==> src/verilog/mcrtc_map.svh <==
/*
 * Register offset, field positions, reset value and timing counts of the
 * main clock controller with time base.
 * Assumes inclusion by bare name from design files.
 */
`ifndef MCRTC_MAP_SVH
`define MCRTC_MAP_SVH

// ****************************************
// Register map
// ****************************************
`define MCRTC_CSR_ADDR      12'h000
`define MCRTC_CSR_RESET     8'h00

// ****************************************
// Field positions
// ****************************************
`define MCRTC_BIT_CLKOUT    7
`define MCRTC_BIT_CP_HI     6
`define MCRTC_BIT_CP_LO     5
`define MCRTC_BIT_SMS       4
`define MCRTC_BIT_TB_HI     3
`define MCRTC_BIT_TB_LO     2
`define MCRTC_BIT_OIE       1
`define MCRTC_BIT_OIF       0

// ****************************************
// Time-base period lengths in master clock cycles
// ****************************************
`define MCRTC_TB_LEN0       16000
`define MCRTC_TB_LEN1       32000
`define MCRTC_TB_LEN2       80000
`define MCRTC_TB_LEN3       200000

`endif

==> src/verilog/mcrtc_pkg.sv <==
/*
 * Types of the main clock controller with time base.
 * Assumes nothing of its surroundings.
 */
package mcrtc_pkg;

    // ****************************************
    // Power mode of the device
    // ****************************************
    typedef enum logic [1:0] {
        MCRTC_RUN,
        MCRTC_WAIT,
        MCRTC_ACTIVE_HALT,
        MCRTC_HALT
    } mcrtc_mode_type;

endpackage

==> src/verilog/mcrtc_top.sv <==
/*
 * Main clock controller with periodic time base: slow-mode CPU clock divider,
 * programmable time-base counter with overflow flag, clock output on a pin,
 * and the power-mode tracking that gates them. One APB register.
 * Assumes the CPU reports halt/wait instructions and wake events as one-cycle
 * pulses on pclk, and that the master clock equals pclk.
 */
`timescale 1ns/1ns
`include "mcrtc_map.svh"

// Behaviour
// - Slow select 0 gives CPU clock equal master clock; 1 gives divided clock.
// - Prescaler bits 6:5 divide master clock by 2, 4, 8 or 16.
// - Time-base code sets period 16000, 32000, 80000 or 200000 cycles.
// - New time-base code is applied only when the running period completes.
// - Each period sets overflow flag; request needs enable set and CPU mask clear.
// - Clock-output bit 7 drives the master clock at half rate onto the pin, else pin is GPIO.
// - Clock output is inactive in Active-halt even when the bit is set.
// - In Wait the block runs normally and the time-base interrupt wakes it.
// - In Active-halt the counter runs, registers hold, interrupt wakes device.
// - In Halt counter and registers freeze until a halt-capable wake.
// - Time-base interrupt cannot wake from Halt, only from Wait and Active-halt.
// - Halt instruction with overflow enable set enters Active-halt instead of Halt.
// - Reset clears every bit of the control/status register.
// - After reset the device runs in normal mode from the master clock.
// - In slow mode CPU and peripherals both use the divided clock.
// - Wait entered during slow mode keeps the divided clock (slow-wait).

module mcrtc_top #(
    parameter int unsigned TB_LEN0 = `MCRTC_TB_LEN0,
    parameter int unsigned TB_LEN1 = `MCRTC_TB_LEN1,
    parameter int unsigned TB_LEN2 = `MCRTC_TB_LEN2,
    parameter int unsigned TB_LEN3 = `MCRTC_TB_LEN3
) (
    input  wire logic        pclk,
    input  wire logic        presetn,
    input  wire logic        psel,
    input  wire logic        penable,
    input  wire logic        pwrite,
    input  wire logic [11:0] paddr,
    input  wire logic [31:0] pwdata,
    input  wire logic [3:0]  pstrb,
    output logic      [31:0] prdata,
    output logic             pready,
    output logic             pslverr,
    input  wire logic        cpu_irq_masked,
    input  wire logic        halt_instr,
    input  wire logic        wait_instr,
    input  wire logic        ext_wake,
    output logic             cpu_clk_en,
    output logic             periph_clk_en,
    output logic             clock_output_pin_o,
    output logic             clock_output_pin_oe,
    output logic             tb_irq,
    output logic             cpu_stopped,
    output logic             osc_running
);

    // ****************************************
    // Register state
    // ****************************************
    logic                        clock_output_enable_r;
    logic [1:0]                  slow_clock_prescaler_r;
    logic                        slow_mode_select_r;
    logic [1:0]                  time_base_select_r;
    logic                        overflow_irq_enable_r;
    logic                        overflow_flag_r;
    logic [1:0]                  tb_active_r;
    logic [17:0]                 tb_count_r;
    logic [3:0]                  div_count_r;
    logic                        pin_toggle_r;
    mcrtc_pkg::mcrtc_mode_type   mode_r;

    logic       access;
    logic       wr_en;
    logic       rd_en;
    logic       addr_hit;
    logic       regs_frozen;
    logic       tb_running;
    logic       tb_wrap;
    logic [7:0] csr_value;
    logic [3:0] div_mask;

    function automatic logic [17:0] tb_len(input logic [1:0] code);
        case (code)
            2'h0:    tb_len = 18'(TB_LEN0);
            2'h1:    tb_len = 18'(TB_LEN1);
            2'h2:    tb_len = 18'(TB_LEN2);
            default: tb_len = 18'(TB_LEN3);
        endcase
    endfunction

    assign access      = psel && penable;
    assign addr_hit    = (paddr == `MCRTC_CSR_ADDR);
    assign wr_en       = access && pwrite && addr_hit && pstrb[0];
    assign rd_en       = access && !pwrite && addr_hit;
    assign regs_frozen = (mode_r == mcrtc_pkg::MCRTC_ACTIVE_HALT) || (mode_r == mcrtc_pkg::MCRTC_HALT);
    assign tb_running  = (mode_r != mcrtc_pkg::MCRTC_HALT);
    assign tb_wrap     = tb_running && (tb_count_r == tb_len(tb_active_r) - 18'h00001);
    assign csr_value   = {clock_output_enable_r, slow_clock_prescaler_r, slow_mode_select_r,
                          time_base_select_r, overflow_irq_enable_r, overflow_flag_r};
    assign div_mask    = 4'((5'h02 << slow_clock_prescaler_r) - 5'h01);

    // ****************************************
    // APB slave: zero wait states, error on unmapped address
    // ****************************************
    always_ff @(posedge pclk or negedge presetn) begin
        if (!presetn) begin
            prdata  <= 32'h00000000;
            pready  <= 1'b0;
            pslverr <= 1'b0;
        end else begin
            pready  <= psel && !penable;
            pslverr <= psel && !penable && (paddr != `MCRTC_CSR_ADDR);
            if (psel && !penable && !pwrite && (paddr == `MCRTC_CSR_ADDR)) begin
                prdata <= {24'h000000, csr_value};
            end else if (psel && !penable) begin
                prdata <= 32'h00000000;
            end
        end
    end

    // ****************************************
    // Control fields; writes ignored while the registers are frozen
    // ****************************************
    always_ff @(posedge pclk or negedge presetn) begin
        if (!presetn) begin
            clock_output_enable_r  <= 1'b0;
            slow_clock_prescaler_r <= 2'h0;
            slow_mode_select_r     <= 1'b0;
            time_base_select_r     <= 2'h0;
            overflow_irq_enable_r  <= 1'b0;
        end else if (wr_en && pready && !regs_frozen) begin
            clock_output_enable_r  <= pwdata[`MCRTC_BIT_CLKOUT];
            slow_clock_prescaler_r <= pwdata[`MCRTC_BIT_CP_HI:`MCRTC_BIT_CP_LO];
            slow_mode_select_r     <= pwdata[`MCRTC_BIT_SMS];
            time_base_select_r     <= pwdata[`MCRTC_BIT_TB_HI:`MCRTC_BIT_TB_LO];
            overflow_irq_enable_r  <= pwdata[`MCRTC_BIT_OIE];
        end
    end

    // ****************************************
    // Overflow flag: a new overflow wins over the read that clears it
    // ****************************************
    always_ff @(posedge pclk or negedge presetn) begin
        if (!presetn) begin
            overflow_flag_r <= 1'b0;
        end else if (tb_wrap) begin
            overflow_flag_r <= 1'b1;
        end else if (rd_en && pready) begin
            overflow_flag_r <= 1'b0;
        end
    end

    // ****************************************
    // Time-base counter
    // ****************************************
    // The active code is reloaded only at the wrap so a period never shortens
    always_ff @(posedge pclk or negedge presetn) begin
        if (!presetn) begin
            tb_count_r  <= 18'h00000;
            tb_active_r <= 2'h0;
        end else if (tb_wrap) begin
            tb_count_r  <= 18'h00000;
            tb_active_r <= time_base_select_r;
        end else if (tb_running) begin
            tb_count_r  <= tb_count_r + 18'h00001;
        end
    end

    // ****************************************
    // Interrupt request
    // ****************************************
    always_ff @(posedge pclk or negedge presetn) begin
        if (!presetn) begin
            tb_irq <= 1'b0;
        end else begin
            tb_irq <= (overflow_flag_r || tb_wrap) && overflow_irq_enable_r && !cpu_irq_masked
                      && !(rd_en && pready && !tb_wrap);
        end
    end

    // ****************************************
    // Power mode tracking
    // ****************************************
    always_ff @(posedge pclk or negedge presetn) begin
        if (!presetn) begin
            mode_r <= mcrtc_pkg::MCRTC_RUN;
        end else begin
            case (mode_r)
                mcrtc_pkg::MCRTC_RUN: begin
                    if (halt_instr) begin
                        mode_r <= overflow_irq_enable_r ? mcrtc_pkg::MCRTC_ACTIVE_HALT
                                                        : mcrtc_pkg::MCRTC_HALT;
                    end else if (wait_instr) begin
                        mode_r <= mcrtc_pkg::MCRTC_WAIT;
                    end
                end
                mcrtc_pkg::MCRTC_WAIT: begin
                    if (ext_wake || (tb_wrap && overflow_irq_enable_r)) begin
                        mode_r <= mcrtc_pkg::MCRTC_RUN;
                    end
                end
                mcrtc_pkg::MCRTC_ACTIVE_HALT: begin
                    if (ext_wake || (tb_wrap && overflow_irq_enable_r)) begin
                        mode_r <= mcrtc_pkg::MCRTC_RUN;
                    end
                end
                mcrtc_pkg::MCRTC_HALT: begin
                    // Only halt-capable wake sources; the time base is stopped anyway
                    if (ext_wake) begin
                        mode_r <= mcrtc_pkg::MCRTC_RUN;
                    end
                end
                default: begin
                    mode_r <= mcrtc_pkg::MCRTC_RUN;
                end
            endcase
        end
    end

    // ****************************************
    // Slow-mode clock enables
    // ****************************************
    // Enables rather than a gated clock keep the design on one clock tree
    always_ff @(posedge pclk or negedge presetn) begin
        if (!presetn) begin
            div_count_r   <= 4'h0;
            cpu_clk_en    <= 1'b0;
            periph_clk_en <= 1'b0;
        end else begin
            div_count_r   <= div_count_r + 4'h1;
            if (slow_mode_select_r) begin
                periph_clk_en <= ((div_count_r & div_mask) == div_mask);
            end else begin
                periph_clk_en <= 1'b1;
            end
            cpu_clk_en <= (mode_r == mcrtc_pkg::MCRTC_RUN)
                          && (!slow_mode_select_r || ((div_count_r & div_mask) == div_mask));
        end
    end

    // ****************************************
    // Clock output pin and status
    // ****************************************
    // Pin toggles each cycle: a registered image of the master clock at half rate
    always_ff @(posedge pclk or negedge presetn) begin
        if (!presetn) begin
            pin_toggle_r        <= 1'b0;
            clock_output_pin_o  <= 1'b0;
            clock_output_pin_oe <= 1'b0;
            cpu_stopped         <= 1'b0;
            osc_running         <= 1'b1;
        end else begin
            pin_toggle_r        <= !pin_toggle_r;
            clock_output_pin_oe <= clock_output_enable_r && (mode_r != mcrtc_pkg::MCRTC_ACTIVE_HALT)
                                   && (mode_r != mcrtc_pkg::MCRTC_HALT);
            clock_output_pin_o  <= clock_output_enable_r && pin_toggle_r
                                   && (mode_r == mcrtc_pkg::MCRTC_RUN || mode_r == mcrtc_pkg::MCRTC_WAIT);
            cpu_stopped         <= (mode_r != mcrtc_pkg::MCRTC_RUN);
            osc_running         <= (mode_r != mcrtc_pkg::MCRTC_HALT);
        end
    end

endmodule

==> config.mk <==
export PLATFORM = sky130hd
export DESIGN_NAME = mcrtc_top
export DESIGN_NICKNAME = d
export VERILOG_FILES = /design/src/verilog/mcrtc_pkg.sv /design/src/verilog/mcrtc_top.sv
export VERILOG_INCLUDE_DIRS = /design/src /design/src/verilog
export SDC_FILE = /design/constraint.sdc
export NUM_CORES = 1
export LEC_CHECK = 0
export BUFFER_PORTS_ARGS = -buffer_cell sky130_fd_sc_hd__buf_2
export CORE_ASPECT_RATIO = 0.75
export CORE_MARGIN = 2
export CORE_UTILIZATION = 35
export CTS_CLUSTER_DIAMETER = 40
export DETAILED_ROUTE_END_ITERATION = 12
export SLEW_MARGIN = 20
export SYNTH_ARGS = -nofsm -noshare
export SYNTH_HDL_FRONTEND = slang
export SYNTH_SLANG_ARGS = --single-unit
==> constraint.sdc <==
create_clock -name pclk -period 2.4 [get_ports pclk]
set_input_delay 0.36 -clock pclk [delete_from_list [all_inputs] [get_ports pclk]]
set_output_delay 0.36 -clock pclk [all_outputs]
set_load 0.05 [all_outputs]
# Word-level counts from Yosys, hierarchy flattened
# Cells that the tools add are included.
word_totals:
  regBits: 76
  in_bits: 57
  output_inout_bits: 41
  wordCells: 100
op_classes:
  addsub: 4
  eq_ne: 12
  n_shift: 1
  muxes: 14
  bitwise_logic: 1
  reduce_logical: 47
op_table:
  columns: ["op", "n"]
  rows:
  - ["32-bit two-way mux", 2]
  - ["18-bit one-hot mux with 3 select lines", 1]
  - ["18-bit two-way mux", 2]
  - ["1-bit logical AND", 24]
  - ["18-bit by 1-bit adder with 18-bit output (second input constant)", 1]
  - ["18-bit equality test", 1]
  - ["18-bit by 1-bit subtractor with 18-bit output (second input constant)", 1]
  - ["12-bit zero test", 1]
  - ["12-bit nonzero test", 1]
  - ["1-bit zero test", 8]
  - ["2-bit two-way mux", 4]
  - ["2-bit nonzero test", 4]
  - ["2-bit equality test (second input constant)", 3]
  - ["2-bit != test (second input constant)", 3]
  - ["2-bit one-hot mux with 3 select lines", 1]
  - ["1-bit logical OR", 5]
  - ["4-bit by 1-bit adder with 4-bit output (second input constant)", 1]
  - ["4-bit bitwise AND", 1]
  - ["2-bit by 1-bit equality test with 1-bit output (second input constant)", 2]
  - ["4-bit equality test", 1]
  - ["2-bit zero test", 2]
  - ["1-bit two-way mux", 4]
  - ["2-bit by 2-bit left shift with 4-bit output (first input constant)", 1]
  - ["4-bit by 1-bit subtractor with 4-bit output (second input constant)", 1]
  - ["4 further kinds", 4]

# Logic depth before layout (Yosys ltp)
# Gate-level depths: netlist of run 1.
logic_depth:
  depth_word: 9
  depth_mapped: 9
  ltp_nobuf: 6

# Worst setup path after synthesis of run 1
# Ideal clock, no wire load.
synth_path:
  path_type: "reg-to-reg"
  from: "register mode_r[0]"
  to: "register tb_active_r[0]"
  setup_time_ns: 0.127
  t_arrival_ns: 1.966
  required_time_ns: 2.273
  slack_ns: 0.307
  path_stages_with_launch: 9
  path_buffers: 2
  period_less_slack_ns: 2.093
  path_cell_list: "dfrtp_1 ha_1 clkbuf_1 and3b_1 nand4_1 nor4_4 and2_1 buf_4 mux2_1"
synth_via:
  elab_chain_len: 2
synth_lines:
  columns: ["element", "line_no", "text"]
  rows:
  - ["start: declaration", "mcrtc_top.sv:72", "mcrtc_pkg::mcrtc_mode_type mode_r;"]
  - ["start signal: assignment", "mcrtc_top.sv:188", "mode_r <= mcrtc_pkg::MCRTC_RUN;"]
  - ["start signal: assignment", "mcrtc_top.sv:193", "mode_r <= overflow_irq_enable_r ? mcrtc_pkg::MCRTC_ACTIVE_HALT"]
  - ["start signal: assignment", "mcrtc_top.sv:196", "mode_r <= mcrtc_pkg::MCRTC_WAIT;"]
  - ["2-bit != test", "mcrtc_top.sv:98", "assign tb_running = (mode_r != mcrtc_pkg::MCRTC_HALT);"]
  - ["1-bit logical AND", "mcrtc_top.sv:99", "assign tb_wrap = tb_running && (tb_count_r == tb_len(tb_active_r) - 18'h00001);"]
  - ["end signal: assignment", "mcrtc_top.sv:165", "tb_active_r <= time_base_select_r;"]
  - ["end: declaration", "mcrtc_top.sv:68", "logic [1:0] tb_active_r;"]
# Every way passes these cells.
# A chain may end at the register's enable or synchronous reset.

# Worst setup path in the final report of run 1
layout_path:
  from: "register tb_active_r[1]"
  to: "register tb_active_r[1]"
layout_via:
  elab_chain_len: 5
  word_cells_on_any_way: 7
  classes_between: "add/sub: 1; eq/ne: 3; mux: 1; reduce/logical: 2"
layout_lines:
  columns: ["element", "line_no", "text"]
  rows:
  - ["2-bit equality test (tied with other cells)", "mcrtc_top.sv:85", "case (code)"]
  - ["18-bit one-hot mux with 3 select lines *", "mcrtc_top.sv:85", null]
  - ["18-bit by 1-bit subtractor with 18-bit output *", "mcrtc_top.sv:99", null]
  - ["18-bit equality test *", "mcrtc_top.sv:99", null]
  - ["1-bit logical AND *", "mcrtc_top.sv:99", null]
# Every way passes the cells marked *; elsewhere a longest branch is shown, timed or not.

==> impl_metrics.tcl, run 1 <==
set metrics [dict create \
    p_per_area_nw_per_um2 718.8 \
    holdPathStages 2 \
    p_leak_nw 1.554 \
    cts_made_buffers 5 \
    route.detailed.drc 0 \
    antenna_cells 0 \
    clk_latency_ns 0.30 \
    regToRegStartpoint "tb_active_r[1]$_DFFE_PN0P_" \
    num_vias 1773 \
    synth_top_area_share_pct 48.71 \
    slew-limit-headroom_pct 62.12 \
    htree_levels 2 \
    syn_area_um2 2620 \
    synth_edf_count 0 \
    slowest_delay_ns 0.49 \
    rsz0062_at_grt "false" \
    ir_worst_vdd_mv 0.3793 \
    synth_cell_types 42 \
    cts.sinks 52 \
    reg2regPathDepth 5 \
    fin_area_um2 3004 \
    synth_seq_cells 52 \
    yosys-top-cells-area "dfrtp_1, buf_4, mux2_1" \
    wirelength_mm 4.890 \
    crit_fanout 8 \
    cts_tree "yes" \
    dieHeight_um 78.93 \
    min_from "pwdata[1]" \
    min_to "overflow_irq_enable_r$_DFFE_PN0P_" \
    crit_type "flip-flop to flip-flop" \
    synth_area_leader_cell "dfrtp_1" \
    root_buffer "clkbuf_8" \
    syn_inst 242 \
    gr-total-overflow 0 \
    hold_viol_final 0 \
    crit_buf_inv 0 \
    via_per_inst 4.466 \
    area_delta_synth_final_pct 14.66 \
    period_needed_ns 2.043 \
    cp_num_cells 5 \
    synth_area_per_cell_um2 10.83 \
    r2r_end "tb_active_r[1]$_DFFE_PN0P_" \
    hold_path_class "primary input to flip-flop" \
    critPathTopFamily "multiplexers" \
    row_count 27 \
    io_pins 98 \
    path_clk_slew_ns 0.09 \
    drt-initial-drc-count 47 \
    initial_utilization_pct 35.91 \
    final_cells 397 \
    synthFlopType "dfrtp_1" \
    grt_pass1_vias 1747 \
    coreArea_um2 7297 \
    grt_max_degree 24 \
    grt_pass1_wl_mm 8.355 \
    min_period_over_period_pct 85.12 \
    worstPathRequired_ns 2.58 \
    layout-drive-gt1-share_pct 22.64 \
    tightest_slew_ns 0.5652 \
    antenna_found_initial 0 \
    io_buffers 45 \
    die_w_um 103.9 \
    cp_slowest_cell "dfrtp_1" \
    outcome "completed" \
    synth_seq_area_share_pct 49.71 \
    place_hpwl_mm 3.849 \
    first_pass_iters 4 \
    ys_warn_count 0 \
    async_flop_share_pct 100.0 \
    arrival_ns 2.23 \
    place_congestion 0.7473 \
    dieArea_um2 8201 \
    timing.fmax_ghz 0.4895 \
    skew_ns 0.005575 \
    cp-end-kind "flip-flop" \
    drtAntennaViolNets 0 \
    cts_max_path_buffers 2 \
    placedCellCount 388 \
    setup_viol 0 \
    drv_cap 0 \
    fin_tns_setup_ns 0 \
    cp-start-kind "flip-flop" \
    grt_use_total_pct 12.54 \
    r2r_slack_ns 0.36 \
    final_nets 359 \
    wire_per_inst_um 12.32 \
    finalHoldWorstSlack_ns 0.2731 \
    postPlaceCellArea_um2 2900 \
    maxSlewViolCount 0 \
    path_cells "xnor2_1 > mux2_4 > nor4_4 > and2_1 > mux2_1" \
]
==> cells in the mapped netlist (3+ instances only) <==
cell and instances:
clkbuf_1 4, and2_1 5, nor2_1 20, ha_1 7, nor3b_1 3, and3_1 4
nor2b_1 4, nor3_1 3, nor4_1 3, inv_1 8, a22o_1 8, o21ai_0 4
xor2_1 9, dfrtp_1 51, xnor2_1 11, mux2i_1 3, buf_4 28, nand3_1 9
nand4_1 5, nand2b_1 5, nand2_1 15, mux2_1 9
==> cell type report <==
cell class	count	area, um^2
Tap cell	101	126.4
Fill cell	761	4293
Timing Repair Buffer	55	302.8
Clock inverter	1	7.507
Multi-Input combinational cell	173	1149
Sequential cell	52	1303
Inverter	8	30.03
Clock buffer	7	86.33
==> cell usage in the layout (no fill, tap or decap), types with 3 or more instances in the layout <==
cell / n
buf_4: 9
nor2_1: 20
nand2_1: 15
nand2b_1: 5
a22o_1: 8
and3_1: 4
nor4_1: 3
nor3b_1: 3
xor2_1: 9
dfrtp_1: 51
nor2b_1: 4
ha_1: 7
mux2i_1: 3
clkbuf_8: 6
buf_2: 45
inv_1: 8
xnor2_1: 11
mux2_1: 9
o21ai_0: 4
nand3_1: 9
nand4_1: 5
and2_1: 5
conb_1: 24
nor3_1: 3
==> per-layer routing <==
| layer | global-route usage, % | part of all wire [%] |
|---|---|---|
| met1 | 18.49 | 52 |
| met2 | 18.82 | 44 |
| met3 | 3.038 | 3.6 |
| met5 | 0 | 0 |
| met4 | 2.432 | 0.29 |
==> state kept, by name (all words and copies together), names as in the netlist <==
name	flops
tb_irq	1
periph_clk_en	1
clock_output_pin_oe	1
slow_clock_prescaler_r	2
tb_active_r	2
osc_running	1
cpu_clk_en	1
overflow_flag_r	1
clock_output_enable_r	1
cpu_stopped	1
slow_mode_select_r	1
pin_toggle_r	1
pslverr	1
mode_r	2
tb_count_r	18
clock_output_pin_o	1
time_base_select_r	2
div_count_r	4
pready	1
overflow_irq_enable_r	1
prdata	8
==> through the flow <==
step | power (mW) | setup WS (ns) | util, %
after global placement | 1.656 | 0.3631 | 39.75
after detailed placement | 1.669 | 0.3403 | 39.75
after global routing | 2.306 | 0.2173 | 41.17
after CTS | 2.193 | 0.3210 | 41.17
after floorplan | 1.543 | 0.3070 | -
final | 2.159 | 0.3572 | 41.17
==> worst reg2reg max path: stages, from the launching register on <==
cell and delay (ns):
dfrtp_1 0.49, xnor2_1 0.27, mux2_4 0.33, nor4_4 0.27, and2_1 0.24, mux2_1 0.33
==> what timing repair did <==
action / 4_1_cts / 5_1_grt
hold endpoints to repair: 8 / 0
resized for setup: 0 / 0
buffers inserted: 0 / 0
hold buffers: 1 / 0
==> cell families (layout without fill, tap and decap cells) <==
family	after synthesis	count (layout)	share of synthesized area [%]
other cells	1	24	0.1431
xor+xnor	20	20	6.686
mux	13	13	5.587
simple gates	86	86	18.48
buf+inv	40	71	9.742
flops	52	52	49.71
fa+ha+maj	7	7	3.343
compound gates	23	23	6.304
==> worst max-delay path by stage <==
| stage | from | end | slack, ns |
|---|---|---|---|
| floorplan | mode_r[0]$_DFFE_PN0P_ | tb_active_r[0]$_DFFE_PN0P_ | 0.31 |
| global placement | mode_r[0]$_DFFE_PN0P_ | tb_active_r[0]$_DFFE_PN0P_ | 0.36 |
| detailed placement | mode_r[0]$_DFFE_PN0P_ | clock_output_enable_r$_DFFE_PN0P_ | 0.34 |
| CTS | mode_r[0]$_DFFE_PN0P_ | clock_output_enable_r$_DFFE_PN0P_ | 0.32 |
| global route | mode_r[0]$_DFFE_PN0P_ | time_base_select_r[1]$_DFFE_PN0P_ | 0.22 |
| finish | tb_active_r[1]$_DFFE_PN0P_ | tb_active_r[1]$_DFFE_PN0P_ | 0.36 |
==> report_power, final <==
| part | switching, mW | leakage, nW | internal (mW) |
|---|---|---|---|
| sequential | 0.0722 | 0.681 | 0.978 |
| clock | 0.279 | 0.0445 | 0.235 |
| combinational | 0.395 | 0.828 | 0.200 |
(Power assumes the default switching activity.)
==> run 2: changes to the inputs <==
--- a/config.mk
+++ b/config.mk
@@ -7,7 +7,7 @@
 export NUM_CORES = 1
 export LEC_CHECK = 0
 export BUFFER_PORTS_ARGS = -buffer_cell sky130_fd_sc_hd__buf_2
-export CORE_ASPECT_RATIO = 0.75
+export CORE_ASPECT_RATIO = 0.6
 export CORE_MARGIN = 2
 export CORE_UTILIZATION = 35
 export CTS_CLUSTER_DIAMETER = 40
==> run 2 against run 1 <==
  * Non-clock buffer count fell by 3
  * First-iteration DRC count rose by 120%
  * Sequential power barely moved
  * Combinational power fell by 3%
  * Hold slack got worse by 0.20 ns
  * Sequential cell count did not move
  * Critical path depth rose by 1
  * Critical path type unchanged
  * Largest cell class unchanged
  * Highest routed layer unchanged
==> impl_metrics.tcl, run 2 (synthesis results as in run 1) <==
set metrics [dict create \
    final_nets 356 \
    dieHeight_um 71.02 \
    drtAntennaViolNets 0 \
    place_congestion 0.7600 \
    cts_max_path_buffers 2 \
    power_mw 2.326 \
    fill_cells 736 \
    critPathTopFamily "simple AND/OR/NAND/NOR gates" \
    path_clk_slew_ns 0.07 \
    crit_fanout 4 \
    reg_top3 "tb_count_r: 18 flops, prdata: 8 flops, div_count_r: 4 flops" \
    slowest_delay_ns 0.41 \
    coreArea_um2 7267 \
    antenna_found_initial 0 \
    clk_latency_ns 0.29 \
    timing.fmax_ghz 0.4786 \
    layout-drive-gt1-share_pct 21.92 \
    path_cells "ha_1 > and3b_1 > nand4_1 > nor4_4 > and2_1 > mux2_1" \
    skew_ns 0.004320 \
    route.detailed.drc 0 \
    postPlaceCellArea_um2 2902 \
    io_pins 98 \
    gr-total-overflow 0 \
    maxSlewViolCount 0 \
    crit_buf_inv 0 \
    initial_utilization_pct 36.05 \
    io_buffers 45 \
    hold_path_class "primary input to asynchronous set/reset pin" \
    hold_viol_final 0 \
    wirelength_mm 5.100 \
    cp_slowest_cell "dfrtp_1" \
    place_hpwl_mm 3.883 \
    min_period_over_period_pct 87.06 \
    outcome "completed" \
    layout_common_cells "dfrtp_1, buf_2, conb_1, nor2_1, nand2_1" \
    fin_tns_setup_ns 0 \
    drt-initial-drc-count 104 \
    cp-end-kind "flip-flop" \
    rsz0062_at_grt "false" \
    area_delta_synth_final_pct 15.85 \
    p_leak_nw 1.566 \
    cts_tree "yes" \
    grt_max_degree 28 \
    placedCellCount 389 \
    final_common_cell "dfrtp_1" \
    cp-start-kind "flip-flop" \
    die_w_um 115.7 \
    post-cts-setup-buffer-count 0 \
    row_count 24 \
    largest_register_ff_count 18 \
    tightest_slew_ns 0.6279 \
    cts.repair.resized 0 \
    postCtsHoldBufs 0 \
    dieArea_um2 8217 \
    regMostFlops "tb_count_r" \
    grt_pass1_wl_mm 8.500 \
    wire_per_inst_um 12.88 \
    slew-limit-headroom_pct 57.91 \
    setup_viol 0 \
    antenna_cells 0 \
    arrival_ns 2.26 \
    grt_pass1_vias 1682 \
    num_vias 1747 \
    via_per_inst 4.412 \
    final_cells 396 \
    p_per_area_nw_per_um2 766.4 \
    first_pass_iters 4 \
    cts_made_buffers 5 \
    ir_worst_vdd_mv 0.2706 \
    crit_type "flip-flop to flip-flop" \
    cts.sinks 52 \
    grt_use_total_pct 13.50 \
    htree_levels 2 \
    period_needed_ns 2.089 \
    drv_cap 0 \
    root_buffer "clkbuf_16" \
    multi_input_area_um2 1149 \
    regArea_um2 1303 \
    fin_area_um2 3035 \
    worstPathRequired_ns 2.57 \
]
==> run 2: cell types whose count changed in the layout (fill, tap and decap cells not counted), sizes merged <==
cell | previous run | this run
clkinv | 0 | 1
dlygate4sd3 | 1 | 0
buf | 54 | 52
clkbuf | 7 | 6
clkinvlp | 1 | 0
==> run 2: metal layers <==
metal	GRT usage (%)	part of all wire (%)	up-vias
met5	0	0	-
met4	4.365	1.4	0
met3	4.027	3.9	8
met2	16.05	38	25
met1	22.31	57	842
li1	-	-	872
==> run 2: layout make-up <==
cell class | count | share of cell area [%]
flip-flops and latches | 52 | 42.91
clock buffers | 6 | 4.246
clock inverters | 1 | 0.1649
inverters | 8 | 0.9893
multi-input cells | 173 | 37.84
repair buffers | 52 | 9.563
well taps | 104 | 4.287
==> run 2: worst reg2reg max path, stage by stage (launching register included) <==
cell and delay, ns:
dfrtp_1 0.41, ha_1 0.23, and3b_1 0.25, nand4_1 0.17, nor4_4 0.30, and2_1 0.28, mux2_1 0.34
==> run 2: final timing paths <==
kind,startpoint,to,slack [ns],cells after the start
max,mode_r[0]$_DFFE_PN0P_,tb_active_r[1]$_DFFE_PN0P_,0.31,6
min,presetn,prdata[5]$_DFFE_PN0P_,0.08,1
max reg2reg,mode_r[0]$_DFFE_PN0P_,tb_active_r[1]$_DFFE_PN0P_,0.31,6
min reg2reg,pin_toggle_r$_DFF_PN0_,pin_toggle_r$_DFF_PN0_,0.42,1
max in group asynchronous,presetn,osc_running$_DFF_PN1_,1.70,2
min in group pclk,pwdata[1],overflow_irq_enable_r$_DFFE_PN0P_,0.28,2
==> run 2: where the power goes <==
group	switching, mW	total (mW)	leakage (nW)	internal (mW)
logic	0.385	0.580	0.818	0.194
clock network	0.304	0.683	0.0667	0.380
registers	0.0838	1.06	0.681	0.979
==> run 2: per-stage QoR <==
step                      worst slack (ns)  utilization, %  hold slack (ns)
after floorplan                     0.3070               -          0.06441
after global placement              0.3129           39.93           0.4039
after detailed placement            0.3260           39.93           0.4105
after CTS                           0.3051           41.77          0.09508
after global routing                0.1826           41.77           0.1218
final                               0.3106           41.77          0.07573
